## src/config_op_decode_pkg.sv

```systemverilog
// Constants shared by the configuration memory and op-code decode block.
// Assumes a single 100 MHz clock domain; nothing here holds logic.
package config_op_decode_pkg;

	// ==================================================================
	// Widths and sizes
	localparam int CFG_ADDR_W = 5;
	localparam int CFG_WORDS = 32;
	localparam int CFG_WORD_W = 10;
	localparam int OPCODE_W = 6;
	localparam int HALF_W = 3;
	localparam int GROUP_N = 8;
	localparam int MULTI_WORDS = 4;
	localparam int CNT_W = 2;
	localparam int RADDR_W = 2;
	localparam int RDATA_W = 32;

	// ==================================================================
	// Configuration word fields (bit 9 is the parity bit)
	localparam int PARITY_BIT = 9;
	localparam int FORM_LSB = 7;
	localparam int FORM_W = 2;
	localparam int ACT_LSB = 3;
	localparam int ACT_W = 4;
	localparam int PERM_LSB = 0;
	localparam int PERM_W = 3;
	localparam int DATA_W = 9;
	localparam int ARRAY_SEL_BIT = 4;

	// ==================================================================
	// Register port word indices
	localparam logic [1:0] REG_LOAD_DATA = 2'h0;
	localparam logic [1:0] REG_STATUS = 2'h1;
	localparam logic [1:0] REG_DECODE = 2'h2;

	// Reset values and the last word count.
	localparam logic [CFG_WORD_W-1:0] CFG_WORD_RESET = 10'h000;
	localparam logic [OPCODE_W-1:0] OPCODE_RESET = 6'h00;
	localparam logic [CFG_ADDR_W-1:0] CFG_ADDR_RESET = 5'h00;
	localparam logic [CNT_W-1:0] LAST_WORD = 2'h3;

	// One-hot states of the configuration memory sequencer.
	typedef enum logic [3:0] {
		MEM_IDLE = 4'b0001,
		MEM_READ = 4'b0010,
		MEM_WRITE = 4'b0100,
		MEM_NEXT = 4'b1000
	} mem_state_e;

endpackage : config_op_decode_pkg

```

## src/config_memory_op_decode.sv

```systemverilog
// Configuration memory with its address and buffer registers, and the
// three-stage op-code register pipeline with first, second and class
// decoders. Assumes cycle-counter pulses and instruction buffer fields
// arrive from logic on the same clock, and that the register port master
// follows the one-cycle strobe protocol.
//
// How it works
// - The five configuration bits are copied into the address register.
// - Address normally selects memory; during index jumps it is the increment.
// - Address register steps during multi-word configuration load and fetch.
// - Memory is 32 words of 10 bits, selected by two-stage decode.
// - A read word goes to the buffer, decoded into subword form, activity, permutation.
// - Word selection is active only while the memory select flip-flop is set.
// - A write stores the whole buffer, parity included, into the word.
// - During a write the digit-write flip-flop follows each buffer bit.
// - A read clears digit-write, pulses the word, leaving it all zero.
// - Address bit five picks the read strobe polarity of array one or two.
// - The complement-read mode stays disabled with its flip-flop held zero.
// - Op bits move from buffer to fetch, operand, then arithmetic stage.
// - Arithmetic-only operates load buffer bits straight into arithmetic stage.
// - Fetch stage loads at pulse 12 alpha; decodes valid for the cycle.
// - Operand start copies fetch stage; arithmetic ops copy onward at 13 alpha.
// - Three op registers let three instructions overlap.
// - Fetch decodes serve all cycles, operand mostly, arithmetic only arithmetic.
// - First level decodes upper and lower three bits into eight lines each.
// - Second level ANDs one line of each group, only lines needed.
// - Each op register has a class decoder for shared-property groups.
// - Fetch classes flag config use, four-word use and memory writing.
// - Operand stage never holds undefined codes; its classes ignore them.
//
// Implementation choices: the address map and strobed register access.
`timescale 1ns/1ps

module config_memory_op_decode #(
	// Op codes of the configuration operations; values are arbitrary.
	parameter logic [5:0] OP_CFG_LOAD_ONE = 6'h10,
	parameter logic [5:0] OP_CFG_LOAD_MULTI = 6'h11,
	parameter logic [5:0] OP_CFG_FETCH_ONE = 6'h12,
	parameter logic [5:0] OP_CFG_FETCH_MULTI = 6'h13,
	// One bit per op code marking use of the arithmetic cycle counter.
	parameter logic [63:0] ARITH_CLASS_MAP = 64'hffff_0000_0000_0000,
	parameter int WORDS = config_op_decode_pkg::CFG_WORDS
) (
	input wire logic i_clk,
	input wire logic i_rst,
	input wire logic i_ce,
	// Instruction buffer fields.
	input wire logic [4:0] i_ib_config,
	input wire logic [5:0] i_ib_opcode,
	input wire logic [5:0] i_ib_aop_bits,
	// Cycle-counter pulses and qualifiers.
	input wire logic i_pk12,
	input wire logic i_pk25,
	input wire logic i_qk_start,
	input wire logic i_qk13,
	input wire logic i_arith_only,
	input wire logic i_index_jump,
	input wire logic i_cfg_start,
	// Register port.
	input wire logic [1:0] i_addr,
	input wire logic [31:0] i_wdata,
	input wire logic i_wr,
	input wire logic i_rd,
	output logic [31:0] o_rdata,
	// Configuration results.
	output logic [4:0] o_index_increment,
	output logic [1:0] o_subword_form,
	output logic [3:0] o_activity,
	output logic [2:0] o_permutation,
	output logic o_parity_error,
	output logic o_word_valid,
	output logic o_cfg_busy,
	output logic o_cfg_done,
	output logic o_memory_select,
	output logic [9:0] o_digit_write,
	// Op decode levels.
	output logic [7:0] o_fetch_hi,
	output logic [7:0] o_fetch_lo,
	output logic [7:0] o_operand_hi,
	output logic [7:0] o_operand_lo,
	output logic [7:0] o_arith_hi,
	output logic [7:0] o_arith_lo,
	output logic o_fetch_uses_config,
	output logic o_fetch_four_words,
	output logic o_fetch_writes_config,
	output logic o_operand_arith_counter,
	output logic o_operand_cfg_fetch,
	output logic o_arith_cfg_op
);

	// ==================================================================
	// Elaboration checks

	// The address register can reach no more than 32 words.
	if (WORDS < 1 ||
		WORDS > config_op_decode_pkg::CFG_WORDS) begin : g_bad_words
		$error("WORDS must lie between 1 and 32.");
	end

	// ==================================================================
	// Functions

	// Full decode of a three-bit half into eight one-hot lines.
	function automatic logic [7:0] half_decode(input logic [2:0] h);
		half_decode = 8'h01 << h;
	endfunction : half_decode

	// Odd parity over the nine data bits of a configuration word.
	function automatic logic odd_parity(input logic [8:0] d);
		odd_parity = ~(^d);
	endfunction : odd_parity

	// Second level: one op line from one line of each first-level group.
	function automatic logic op_line(input logic [7:0] hi, input logic [7:0] lo,
		input logic [5:0] code);
		op_line = hi[code[5:3]] & lo[code[2:0]];
	endfunction : op_line

	// ==================================================================
	// Declarations

	config_op_decode_pkg::mem_state_e state_q;
	config_op_decode_pkg::mem_state_e state_d;
	logic [4:0] config_address_reg_q;
	logic [9:0] config_buffer_reg_q;
	logic [5:0] fetch_stage_opcode_reg_q;
	logic [5:0] operand_stage_opcode_reg_q;
	logic [5:0] arith_stage_opcode_reg_q;
	logic memory_select_ff_q;
	logic [9:0] digit_write_ff_q;
	logic [1:0] word_count_q;
	logic multi_q;
	logic load_q;
	logic [8:0] load_data_q;
	logic word_valid_q;
	logic done_q;
	logic [31:0] rdata_q;
	logic [9:0] cfg_mem [WORDS];
	logic complement_mode_ff;
	logic [9:0] word_line_raw;
	logic [9:0] sensed_word;
	logic [9:0] new_word;
	logic [9:0] read_result;
	logic [9:0] write_pattern;
	logic [31:0] word_select;
	logic [3:0] sel_hi;
	logic [7:0] sel_lo;
	logic is_load_one;
	logic is_load_multi;
	logic is_fetch_one;
	logic is_fetch_multi;
	logic op_cfg_fetch_q;
	logic op_cfg_load_q;
	logic start_ok;
	logic more_words;
	logic [31:0] status_word;
	logic [31:0] decode_word;
	logic [31:0] read_mux;

	// ==================================================================
	// Configuration memory addressing

	// The complement-read flip-flop is abandoned; its output stays zero.
	assign complement_mode_ff = 1'b0;

	// Two-stage selector: a 4-of and an 8-of decode, crossed into 32 lines.
	assign sel_hi = 4'h1 << config_address_reg_q[4:3];
	assign sel_lo = half_decode(config_address_reg_q[2:0]);
	assign word_select = memory_select_ff_q ?
		{sel_hi[3] ? sel_lo : 8'h00, sel_hi[2] ? sel_lo : 8'h00,
		sel_hi[1] ? sel_lo : 8'h00, sel_hi[0] ? sel_lo : 8'h00} :
		32'h0000_0000;

	// Words are only reached through a live word line from the selector.
	assign word_line_raw = word_select[config_address_reg_q] ?
		cfg_mem[config_address_reg_q] : 10'h000;

	// Sense lines cross between arrays, so the upper array reads inverted;
	// address bit five picks the matching strobe polarity.
	assign sensed_word = config_address_reg_q[config_op_decode_pkg::ARRAY_SEL_BIT]
		? ~word_line_raw : word_line_raw;
	assign read_result = complement_mode_ff ? ~sensed_word : sensed_word;

	// A load writes new data with a freshly computed parity bit.
	assign new_word = {odd_parity(load_data_q), load_data_q};

	// The stored pattern keeps the array polarity of the addressed word.
	assign write_pattern = config_address_reg_q[config_op_decode_pkg::ARRAY_SEL_BIT]
		? ~digit_write_ff_q : digit_write_ff_q;

	// ==================================================================
	// Op classes of the fetch, operand and arithmetic stages

	assign is_load_one = fetch_stage_opcode_reg_q == OP_CFG_LOAD_ONE;
	assign is_load_multi = fetch_stage_opcode_reg_q == OP_CFG_LOAD_MULTI;
	assign is_fetch_one = fetch_stage_opcode_reg_q == OP_CFG_FETCH_ONE;
	assign is_fetch_multi = fetch_stage_opcode_reg_q == OP_CFG_FETCH_MULTI;

	// Fetch-stage first and second levels feed the fetch class levels.
	assign o_fetch_hi = half_decode(fetch_stage_opcode_reg_q[5:3]);
	assign o_fetch_lo = half_decode(fetch_stage_opcode_reg_q[2:0]);
	assign o_fetch_uses_config = op_line(o_fetch_hi, o_fetch_lo, OP_CFG_LOAD_ONE)
		| op_line(o_fetch_hi, o_fetch_lo, OP_CFG_LOAD_MULTI)
		| op_line(o_fetch_hi, o_fetch_lo, OP_CFG_FETCH_ONE)
		| op_line(o_fetch_hi, o_fetch_lo, OP_CFG_FETCH_MULTI);
	assign o_fetch_four_words = op_line(o_fetch_hi, o_fetch_lo, OP_CFG_LOAD_MULTI)
		| op_line(o_fetch_hi, o_fetch_lo, OP_CFG_FETCH_MULTI);
	assign o_fetch_writes_config =
		op_line(o_fetch_hi, o_fetch_lo, OP_CFG_LOAD_ONE)
		| op_line(o_fetch_hi, o_fetch_lo, OP_CFG_LOAD_MULTI);

	// Operand-stage levels; no undefined codes reach this stage, so the
	// class map is read without any undefined-code guard.
	assign o_operand_hi = half_decode(operand_stage_opcode_reg_q[5:3]);
	assign o_operand_lo = half_decode(operand_stage_opcode_reg_q[2:0]);
	assign o_operand_arith_counter =
		ARITH_CLASS_MAP[operand_stage_opcode_reg_q];
	assign o_operand_cfg_fetch =
		op_line(o_operand_hi, o_operand_lo, OP_CFG_FETCH_ONE)
		| op_line(o_operand_hi, o_operand_lo, OP_CFG_FETCH_MULTI);

	// Arithmetic-stage levels, used only while the arithmetic counter runs.
	assign o_arith_hi = half_decode(arith_stage_opcode_reg_q[5:3]);
	assign o_arith_lo = half_decode(arith_stage_opcode_reg_q[2:0]);
	assign o_arith_cfg_op = op_line(o_arith_hi, o_arith_lo, OP_CFG_LOAD_ONE)
		| op_line(o_arith_hi, o_arith_lo, OP_CFG_FETCH_ONE);

	// ==================================================================
	// Sequencer control terms

	// A memory cycle only starts for a configuration op outside index jumps.
	assign start_ok = i_cfg_start & o_fetch_uses_config & ~i_index_jump;
	assign more_words = multi_q && (word_count_q != config_op_decode_pkg::LAST_WORD);

	// Next-state logic: read, restoring write, then step or finish.
	always_comb begin
		state_d = state_q;
		case (state_q)
			config_op_decode_pkg::MEM_IDLE: begin
				if (start_ok) begin
					state_d = config_op_decode_pkg::MEM_READ;
				end
			end
			config_op_decode_pkg::MEM_READ: begin
				state_d = config_op_decode_pkg::MEM_WRITE;
			end
			config_op_decode_pkg::MEM_WRITE: begin
				state_d = config_op_decode_pkg::MEM_NEXT;
			end
			config_op_decode_pkg::MEM_NEXT: begin
				state_d = more_words ? config_op_decode_pkg::MEM_READ :
					config_op_decode_pkg::MEM_IDLE;
			end
			default: begin
				state_d = config_op_decode_pkg::MEM_IDLE;
			end
		endcase
	end

	// Sequencer state register.
	always_ff @(posedge i_clk or posedge i_rst) begin
		if (i_rst) begin
			state_q <= config_op_decode_pkg::MEM_IDLE;
		end else if (i_ce) begin
			state_q <= state_d;
		end
	end

	// ==================================================================
	// Configuration address register

	// Loaded with the five instruction bits, stepped between words.
	always_ff @(posedge i_clk or posedge i_rst) begin
		if (i_rst) begin
			config_address_reg_q <= config_op_decode_pkg::CFG_ADDR_RESET;
		end else if (i_ce) begin
			if (state_q == config_op_decode_pkg::MEM_NEXT && more_words) begin
				config_address_reg_q <= config_address_reg_q + 5'h01;
			end else if (i_pk12 && state_q == config_op_decode_pkg::MEM_IDLE) begin
				config_address_reg_q <= i_ib_config;
			end
		end
	end

	// During an index jump the address register is the index increment.
	assign o_index_increment = i_index_jump ? config_address_reg_q : 5'h00;

	// ==================================================================
	// Memory strobes, buffer and word count

	// Select and digit-write flip-flops follow the read and write phases.
	always_ff @(posedge i_clk or posedge i_rst) begin
		if (i_rst) begin
			memory_select_ff_q <= 1'b0;
			digit_write_ff_q <= config_op_decode_pkg::CFG_WORD_RESET;
		end else if (i_ce) begin
			memory_select_ff_q <= state_d == config_op_decode_pkg::MEM_READ ||
				state_d == config_op_decode_pkg::MEM_WRITE;
			if (state_q == config_op_decode_pkg::MEM_READ) begin
				digit_write_ff_q <= load_q ? new_word : read_result;
			end else begin
				digit_write_ff_q <= config_op_decode_pkg::CFG_WORD_RESET;
			end
		end
	end

	// Buffer takes the sensed word, or the new word when loading.
	always_ff @(posedge i_clk or posedge i_rst) begin
		if (i_rst) begin
			config_buffer_reg_q <= config_op_decode_pkg::CFG_WORD_RESET;
		end else if (i_ce && state_q == config_op_decode_pkg::MEM_READ) begin
			config_buffer_reg_q <= load_q ? new_word : read_result;
		end
	end

	// The array: a read pulse leaves the word cleared, a write refills it.
	always_ff @(posedge i_clk) begin
		if (i_ce && memory_select_ff_q) begin
			if (state_q == config_op_decode_pkg::MEM_READ) begin
				cfg_mem[config_address_reg_q] <=
					config_op_decode_pkg::CFG_WORD_RESET;
			end else if (state_q == config_op_decode_pkg::MEM_WRITE) begin
				cfg_mem[config_address_reg_q] <= write_pattern;
			end
		end
	end

	// Operation kind and word count are caught when a sequence starts.
	always_ff @(posedge i_clk or posedge i_rst) begin
		if (i_rst) begin
			word_count_q <= 2'h0;
			multi_q <= 1'b0;
			load_q <= 1'b0;
			word_valid_q <= 1'b0;
			done_q <= 1'b0;
		end else if (i_ce) begin
			word_valid_q <= state_q == config_op_decode_pkg::MEM_READ;
			done_q <= state_q == config_op_decode_pkg::MEM_NEXT && !more_words;
			if (state_q == config_op_decode_pkg::MEM_IDLE && start_ok) begin
				word_count_q <= 2'h0;
				multi_q <= o_fetch_four_words;
				load_q <= o_fetch_writes_config;
			end else if (state_q == config_op_decode_pkg::MEM_NEXT) begin
				word_count_q <= word_count_q + 2'h1;
			end
		end
	end

	// Buffer decode into subword form, activity and permutation.
	assign o_subword_form = config_buffer_reg_q[config_op_decode_pkg::FORM_LSB
		+: config_op_decode_pkg::FORM_W];
	assign o_activity = config_buffer_reg_q[config_op_decode_pkg::ACT_LSB
		+: config_op_decode_pkg::ACT_W];
	assign o_permutation = config_buffer_reg_q[config_op_decode_pkg::PERM_LSB
		+: config_op_decode_pkg::PERM_W];
	assign o_parity_error = config_buffer_reg_q[config_op_decode_pkg::PARITY_BIT]
		!= odd_parity(config_buffer_reg_q[config_op_decode_pkg::DATA_W-1:0]);
	assign o_word_valid = word_valid_q;
	assign o_cfg_done = done_q;
	assign o_cfg_busy = state_q != config_op_decode_pkg::MEM_IDLE;
	assign o_memory_select = memory_select_ff_q;
	assign o_digit_write = digit_write_ff_q;

	// ==================================================================
	// Op-code pipeline

	// Three stage registers keep three instructions in flight at once.
	always_ff @(posedge i_clk or posedge i_rst) begin
		if (i_rst) begin
			fetch_stage_opcode_reg_q <= config_op_decode_pkg::OPCODE_RESET;
			operand_stage_opcode_reg_q <= config_op_decode_pkg::OPCODE_RESET;
			arith_stage_opcode_reg_q <= config_op_decode_pkg::OPCODE_RESET;
		end else if (i_ce) begin
			if (i_pk12) begin
				fetch_stage_opcode_reg_q <= i_ib_opcode;
			end
			if (i_qk_start) begin
				operand_stage_opcode_reg_q <= fetch_stage_opcode_reg_q;
			end
			if (i_pk25 && i_arith_only) begin
				arith_stage_opcode_reg_q <= i_ib_aop_bits;
			end else if (i_qk13 && o_operand_arith_counter) begin
				arith_stage_opcode_reg_q <= operand_stage_opcode_reg_q;
			end
		end
	end

	// Fetch-stage op markers kept for the status word.
	always_ff @(posedge i_clk or posedge i_rst) begin
		if (i_rst) begin
			op_cfg_fetch_q <= 1'b0;
			op_cfg_load_q <= 1'b0;
		end else if (i_ce) begin
			op_cfg_fetch_q <= is_fetch_one | is_fetch_multi;
			op_cfg_load_q <= is_load_one | is_load_multi;
		end
	end

	// ==================================================================
	// Register port

	// Load data register feeds every configuration load.
	always_ff @(posedge i_clk or posedge i_rst) begin
		if (i_rst) begin
			load_data_q <= 9'h000;
		end else if (i_ce && i_wr && i_addr == config_op_decode_pkg::REG_LOAD_DATA)
		begin
			load_data_q <= i_wdata[config_op_decode_pkg::DATA_W-1:0];
		end
	end

	// Status and decode words show the block's own state.
	assign status_word = {8'h00, op_cfg_load_q, op_cfg_fetch_q, word_count_q,
		state_q, o_cfg_busy, config_address_reg_q, config_buffer_reg_q};
	assign decode_word = {8'h00, arith_stage_opcode_reg_q,
		operand_stage_opcode_reg_q, fetch_stage_opcode_reg_q,
		2'h0, o_operand_arith_counter, o_fetch_writes_config,
		o_fetch_four_words, o_fetch_uses_config};
	assign read_mux = i_addr == config_op_decode_pkg::REG_LOAD_DATA ?
		{23'h000000, load_data_q} :
		i_addr == config_op_decode_pkg::REG_STATUS ? status_word :
		i_addr == config_op_decode_pkg::REG_DECODE ? decode_word : 32'h0000_0000;

	// Read data stand for exactly the cycle after the strobe.
	always_ff @(posedge i_clk or posedge i_rst) begin
		if (i_rst) begin
			rdata_q <= 32'h0000_0000;
		end else if (i_ce) begin
			rdata_q <= i_rd ? read_mux : 32'h0000_0000;
		end
	end

	assign o_rdata = rdata_q;

endmodule : config_memory_op_decode

```

## config.mk

```make
export PLATFORM = sky130hd
export DESIGN_NAME = config_memory_op_decode
export DESIGN_NICKNAME = d
export VERILOG_FILES = /design/src/config_op_decode_pkg.sv /design/src/config_memory_op_decode.sv
export SDC_FILE = /design/constraint.sdc
export NUM_CORES = 1
export LEC_CHECK = 0
export BUFFER_PORTS_ARGS = -buffer_cell sky130_fd_sc_hd__buf_2
export CAP_MARGIN = 20
export CORE_MARGIN = 2
export CORE_UTILIZATION = 30
export CTS_CLUSTER_DIAMETER = 50
export DETAILED_ROUTE_END_ITERATION = 16
export REMOVE_ABC_BUFFERS = 1
export SLEW_MARGIN = 20
export SYNTH_ARGS = -nofsm -noshare
export SYNTH_HDL_FRONTEND = slang
export SYNTH_SLANG_ARGS = --single-unit
```

## constraint.sdc

```tcl
create_clock -name i_clk -period 4.6 [get_ports i_clk]
set_input_delay 0.92 -clock i_clk [delete_from_list [all_inputs] [get_ports i_clk]]
set_output_delay 0.92 -clock i_clk [all_outputs]
set_load 0.01 [all_outputs]
```

==> results of run 1 <==
worst paths after layout:
kind                       slack, ps  depth (start not counted)                                        end
hold reg to reg                  490                          1                    o_rdata[12]$_DFFE_PP0P_
setup reg to reg                1650                          7               o_digit_write[2]$_DFFE_PP0P_
min in group i_clk               490                          1                    o_rdata[12]$_DFFE_PP0P_
max in group asynchronous       3200                          3               o_digit_write[5]$_DFFE_PP0P_
hold / removal                   490                          2  operand_stage_opcode_reg_q[2]$_DFFE_PP0P_
setup / recovery                1420                          3                      o_fetch_writes_config
registers in the layout, summed over array words and instances (netlist names):
signal                      flops
cfg_mem                       320
o_rdata                        24
config_buffer_reg_q            10
o_digit_write                  10
load_data_q                     9
arith_stage_opcode_reg_q        6
fetch_stage_opcode_reg_q        6
operand_stage_opcode_reg_q      6
config_address_reg_q            5
state_q                         4
word_count_q                    2
load_q                          1
multi_q                         1
o_cfg_done                      1
o_memory_select                 1
o_word_valid                    1
op_cfg_fetch_q                  1
op_cfg_load_q                   1
per-stage QoR:
stage	cells	setup WS, ps
CTS	2072	1350
finish	2072	1416
global route	2072	1241
global placement	1984	1261
detailed placement	1984	1194
floorplan	1048	-260.6
final cells by class:
| type | count | area, um^2 |
|---|---|---|
| clock buffers | 58 | 1301 |
| repair buffers | 171 | 955.9 |
| multi-input cells | 622 | 5220 |
| well taps | 765 | 957.2 |
| inverters | 17 | 66.31 |
| fillers | 5486 | 37270 |
| clock inverters | 30 | 304.0 |
| flip-flops and latches | 409 | 11850 |
worst register-to-register path: stages (launching register included):
cell	delay (ps)
dfrtp_4	590
buf_4	500
mux4_2	620
o22ai_1	360
o21ai_1	230
o21ai_2	130
mux2_2	400
nand2_1	70
metal layers:
layer | part of all wire, % | up-vias | track usage, %
met5 | 0 | - | 0
met4 | 2.3 | 0 | 4.589
met3 | 6.9 | 70 | 2.800
met2 | 48 | 364 | 22.84
met1 | 43 | 5300 | 18.94
li1 | - | 4619 | -
power groups by stage:
stage,logic [W],registers (W),clock network [W]
final,0.00128,0.00434,0.00383
after global routing,0.00139,0.00436,0.00404
after CTS,0.00129,0.00433,0.00391
after detailed placement,0.00128,0.00441,0
after global placement,0.00127,0.00440,0
after floorplan,0.000761,0.00441,0
cells by family (layout without fill, tap and decap cells):
logic type / Yosys count / after routing / synth area share, %
flops: 409 / 409 / 67.01
mux: 157 / 157 / 13.07
simple gates: 248 / 248 / 7.118
other cells: 1 / 8 / 0.02123
fa+ha+maj: 7 / 7 / 0.4958
xor+xnor: 26 / 26 / 1.367
buf+inv: 108 / 276 / 3.853
compound gates: 176 / 176 / 7.069
cells in the mapped netlist, types with 24 or more instances:
library cell and n:
edfxtp_1 320, nor2_1 91, dfrtp_1 88, mux2i_1 57, nand2_1 57, mux4_2 54
mux2_2 44, clkbuf_1 31, a22oi_1 29, a21oi_1 27, buf_4 25, o2bb2ai_1 24
xnor2_1 24
==> impl_metrics.py, run 1 <==
metrics = {
    "yosys": {
        "ys_seq_area_share_pct": 67.01,
        "synth-edff-count": 320,
        "synth_area_um2": 17670,
        "synth_warnings": 0,
        "synthTopCellsByArea": "edfxtp_1, dfrtp_1, mux4_2",
        "async_reset_ff_share_pct": 21.76,
        "yosysTopAreaCellShare_pct": 54.39,
        "ys_types": 67,
        "ys_ff_latch": 409,
        "yosys.area.top_type": "edfxtp_1",
        "synthFlopType": "edfxtp_1",
        "synth_area_per_cell_um2": 15.61,
        "syn_inst": 1132,
    },
    "route": {
        "via_per_inst": 4.997,
        "drt_iter0_markers": 963,
        "wl_um": 43380,
        "drc_errors": 0,
        "drt_pass1_iterations": 7,
        "dr_total_vias": 10350,
        "post_drt_wl_per_cell_um": 20.93,
        "antenna_left": 0,
    },
    "global_route": {
        "grt_pass1_vias": 10220,
        "track_usage_pct": 14.08,
        "grt_pass1_wl_um": 64580,
        "antenna_found_initial": 0,
        "overflow": 0,
        "grt_max_degree": 61,
    },
    "critical_path": {
        "worstPathCellList": "nor3b_1 -> nor3b_1 -> buf_2",
        "rr_startpoint": "config_address_reg_q[0]$_DFFE_PP0P_",
        "crit_family": "simple AND/OR/NAND/NOR gates",
        "critPathArrivalTime_ps": 2260,
        "start_kind": "register",
        "endpoint_kind": "primary output",
        "crit_required_ps": 3680,
        "worst-path-buf-inv": 1,
        "critPathMaxFanout": 12,
        "crit_slowest_cell": "nor3b_1",
        "max_stage_delay_ps": 630,
        "crit_path_start": "fetch_stage_opcode_reg_q[3]$_DFFE_PP0P_",
        "path_common_cell": "nor3b_1",
        "crit_type": "reg -> out",
    },
    "cts": {
        "cts.clk_slew.worst_paths_ps": 60,
        "cts-root-buf": "clkbuf_16",
        "clk_latency_ps": 570,
        "cts_tree": "done",
        "cts_resized": 0,
        "cts_setup_buffers": 0,
        "cts_buffers": 48,
        "postCtsHoldBufs": 0,
        "htree_levels": 2,
        "clk_path_buf_depth": 3,
        "cts.sinks": 409,
    },
    "pwr": {
        "netSwitchingPower_w": 0.002511,
        "combPwrFrac_pct": 13.5,
        "total_power_w": 0.009441,
        "pwr-share-clk_pct": 40.5,
        "power_density_nw_per_um2": 457.2,
        "p_leak_nw": 7.379,
        "seqPwrFrac_pct": 45.9,
        "vdd_drop_max_v": 0.0003010,
        "p_int_w": 0.006929,
        "swShare_pct": 26.60,
    },
    "floorplan": {
        "dieWidth_um": 246.7,
        "dieArea_um2": 60840,
        "start_util_pct": 30.50,
        "io_pins": 178,
        "rows": 88,
        "die_y_um": 246.7,
        "coreArea_um2": 57920,
    },
    "sta": {
        "finClkSkew_ps": 14.16,
        "hold_viol": 0,
        "fin_crit_sh_pct": 69.22,
        "tightest_slew_ps": 1052,
        "hold_slack_ps": 493.7,
        "fin_setup_tns_ps": 0,
        "slew_violations": 0,
        "setup_viol": 0,
        "rsz0062_at_grt": "false",
        "slew_headroom_pct": 29.58,
        "fin_crit_ps": 3184,
        "max_freq_mhz": 314.0,
    },
    "finish": {
        "fin_nets": 1339,
        "syn_to_final_growth_pct": 16.89,
        "layout_common_cells": "edfxtp_1, buf_2, dfrtp_1",
        "design_area_um2": 20650,
        "diodes": 0,
        "mostFrequentLayoutCell": "edfxtp_1",
        "fin_util_pct": 35.66,
        "drive_gt1_share_pct": 29.30,
    },
    "place": {
        "gp_congestion": 0.8298,
        "port-buffer-count": 146,
        "placed_cell_area_um2": 19020,
        "dpl.hpwl_um": 28360,
    },
    "job": {
        "max_cap_viol_count": 0,
    },
    "min_path": {
        "hp-class": "in -> async",
    },
    "outcome": {
        "status": "finished, final reports clean",
    },
}
Power figures use the tool's default switching activity.
==> run 2: changes to the inputs <==
ABC_AREA = 1   (was default)
clock period = 3.2 ns   (was 4.6 ns; I/O delays follow)
==> impl_metrics.py, run 2 <==
metrics = {
    "critical_path": {
        "r2r_slack_ps": 490,
        "rr_endpoint": "cfg_mem[0][9]$_DFFE_PP_",
        "crit_required_ps": 2560,
        "critPathArrivalTime_ps": 2110,
        "start_kind": "register",
        "crit_slowest_cell": "dfrtp_1",
        "reg2reg_depth": 8,
        "max_stage_delay_ps": 400,
        "crit_type": "reg -> out",
        "rr_startpoint": "state_q[2]$_DFFE_PP0P_",
        "endpoint_kind": "primary output",
        "worstPathCellList": "inv_1 -> nand2_1 -> nor3_4 -> nand2_1 -> inv_1 -> buf_2",
        "critPathMaxFanout": 8,
    },
    "floorplan": {
        "start_util_pct": 30.47,
        "dieWidth_um": 252.1,
        "rows": 90,
        "io_pins": 178,
        "coreArea_um2": 60580,
        "die_y_um": 252.1,
        "dieArea_um2": 63540,
    },
    "pwr": {
        "p_int_w": 0.01017,
        "vdd_drop_max_v": 0.0003714,
        "seqPwrFrac_pct": 39.8,
        "p_leak_nw": 9.175,
        "swShare_pct": 32.93,
        "total_power_w": 0.01516,
        "power_density_nw_per_um2": 697.9,
        "combPwrFrac_pct": 24.8,
        "pwr-share-clk_pct": 35.3,
        "netSwitchingPower_w": 0.004993,
    },
    "min_path": {
        "hp-class": "in -> async",
    },
    "job": {
        "max_cap_viol_count": 0,
    },
    "route": {
        "dr_total_vias": 13950,
        "post_drt_wl_per_cell_um": 18.00,
        "drt_pass1_iterations": 7,
        "wl_um": 51130,
        "drc_errors": 0,
        "antenna_left": 0,
        "drt_iter0_markers": 1577,
        "via_per_inst": 4.911,
    },
    "cts": {
        "clk_latency_ps": 580,
        "postCtsHoldBufs": 0,
        "clk_path_buf_depth": 3,
        "cts_resized": 0,
        "cts-root-buf": "clkbuf_16",
        "cts_setup_buffers": 0,
        "cts_buffers": 47,
        "htree_levels": 2,
        "cts.sinks": 409,
        "cts_tree": "done",
        "cts.clk_slew.worst_paths_ps": 60,
    },
    "finish": {
        "fin_nets": 2094,
        "layout_common_cells": "nand2_1, edfxtp_1, nand3_1",
        "mostFrequentLayoutCell": "nand2_1",
        "top_register": "cfg_mem",
        "final_cells": 2840,
        "largest_reg_flops": 320,
        "syn_to_final_growth_pct": 17.68,
        "drive_gt1_share_pct": 15.16,
        "diodes": 0,
    },
    "global_route": {
        "grt_util_met3_pct": 3.023,
        "overflow": 0,
        "met1_usage_pct": 21.73,
        "grt_pass1_vias": 13070,
        "grt_pass1_wl_um": 77490,
        "use_met2_pct": 25.42,
        "busiest_layer": "met2",
        "grt_max_degree": 98,
        "track_usage_pct": 15.81,
        "antenna_found_initial": 0,
    },
    "sta": {
        "setup_viol": 0,
        "slew_headroom_pct": 39.15,
        "finClkSkew_ps": 24.51,
        "rsz0062_at_grt": "false",
        "tightest_slew_ps": 909.4,
        "fin_crit_sh_pct": 85.89,
        "max_freq_mhz": 363.8,
        "fin_crit_ps": 2749,
        "hold_slack_ps": 158.0,
        "hold_viol": 0,
        "slew_violations": 0,
    },
    "yosys": {
        "ys_ff_latch": 409,
        "synthFlopType": "edfxtp_1",
        "yosys.area.top_type": "edfxtp_1",
        "synth_area_um2": 18460,
        "synthTopCellsByArea": "edfxtp_1, nand2_1, dfrtp_1",
        "ys_seq_area_share_pct": 64.12,
        "synth_area_per_cell_um2": 9.851,
        "yosysMostFrequentCell": "nand2_1",
        "synth-edff-count": 320,
        "syn_inst": 1874,
        "async_reset_ff_share_pct": 21.76,
        "synth_common_cells": "nand2_1, edfxtp_1, nand3_1",
        "ys_types": 34,
        "synth_warnings": 0,
        "yosysTopAreaCellShare_pct": 52.05,
    },
    "place": {
        "gp_congestion": 0.8681,
        "dpl.hpwl_um": 31940,
        "port-buffer-count": 146,
        "dpl.cell_count": 2757,
    },
    "outcome": {
        "status": "finished, final reports clean",
    },
}
## run 2: cell types whose count changed after synthesis, moves of 29 or more
cell,previous run,this run
buf_2,14,46
inv_1,14,100
nand3_1,9,251
mux2i_1,57,0
mux2_2,44,2
o21ai_0,21,61
nand2_1,57,629
mux4_2,54,0
a22oi_1,29,0
## run 2: cell type report
| cell class | instances | area, um^2 |
|---|---|---|
| clock buffer | 59 | 1272 |
| clock inverter | 24 | 271.5 |
| fill | 6024 | 38860 |
| inverter | 105 | 397.9 |
| multi-input combinational | 1247 | 5657 |
| sequential | 409 | 11840 |
| tap | 782 | 978.4 |
| timing repair buffer | 214 | 1304 |
## run 2: power by group through the flow
stage | logic (W) | registers, W | clock network (W)
floorplan | 0.00218 | 0.00633 | 0
global placement | 0.00369 | 0.00613 | 0
detailed placement | 0.00373 | 0.00614 | 0
CTS | 0.00375 | 0.00603 | 0.00545
global route | 0.00416 | 0.00606 | 0.00569
finish | 0.00377 | 0.00604 | 0.00536
## run 2: cells by family after synthesis
group	after synthesis	share of synthesized area [%]
fa+ha+maj	7	0.4744
simple gates	1046	23.59
other cells	1	0.02031
mux	2	0.1220
buf+inv	225	5.517
xor+xnor	27	1.281
flops	409	64.12
compound gates	157	4.880
## run 2: worst max-delay path, delay by kind of cell, from the launching register on
family                 cells  cell delay (ps)
AND/OR/NAND/NOR            3              530
buffers and inverters      3              590
flip-flops                 1              400
## run 2: worst max-delay path by stage
stage | startpoint | endpoint | slack (ps) | cells past startpoint
detailed placement | state_q[2]$_DFFE_PP0P_ | cfg_mem[0][4]$_DFFE_PP_ | 560 | 8
floorplan | config_address_reg_q[0]$_DFFE_PP0P_ | o_digit_write[0]$_DFFE_PP0P_ | -3300 | 14
CTS | fetch_stage_opcode_reg_q[5]$_DFFE_PP0P_ | o_fetch_four_words | 450 | 6
finish | fetch_stage_opcode_reg_q[5]$_DFFE_PP0P_ | o_fetch_four_words | 450 | 6
global route | state_q[2]$_DFFE_PP0P_ | cfg_mem[0][9]$_DFFE_PP_ | 270 | 8
global placement | config_address_reg_q[2]$_DFFE_PP0P_ | config_buffer_reg_q[9]$_DFFE_PP0P_ | 570 | 15
## run 2: through the flow
step	cell area (um^2)	setup WS, ps	setup TNS, ps	utilization, %
detailed placement	20180	562.2	0	33.31
CTS	21720	447.9	0	35.86
floorplan	17860	-3296	-686630	-
global route	21720	270.5	0	35.86
global placement	20180	573.7	0	33.31
finish	21720	451.4	0	35.86
## run 2: layer usage
metal	vias to the layer above	wire length (um)	share of wire, %
met5	-	0	0
met4	0	1252	2.4
met3	87	3946	7.7
met2	586	23790	47
met1	6667	22140	43
li1	6608	-	-
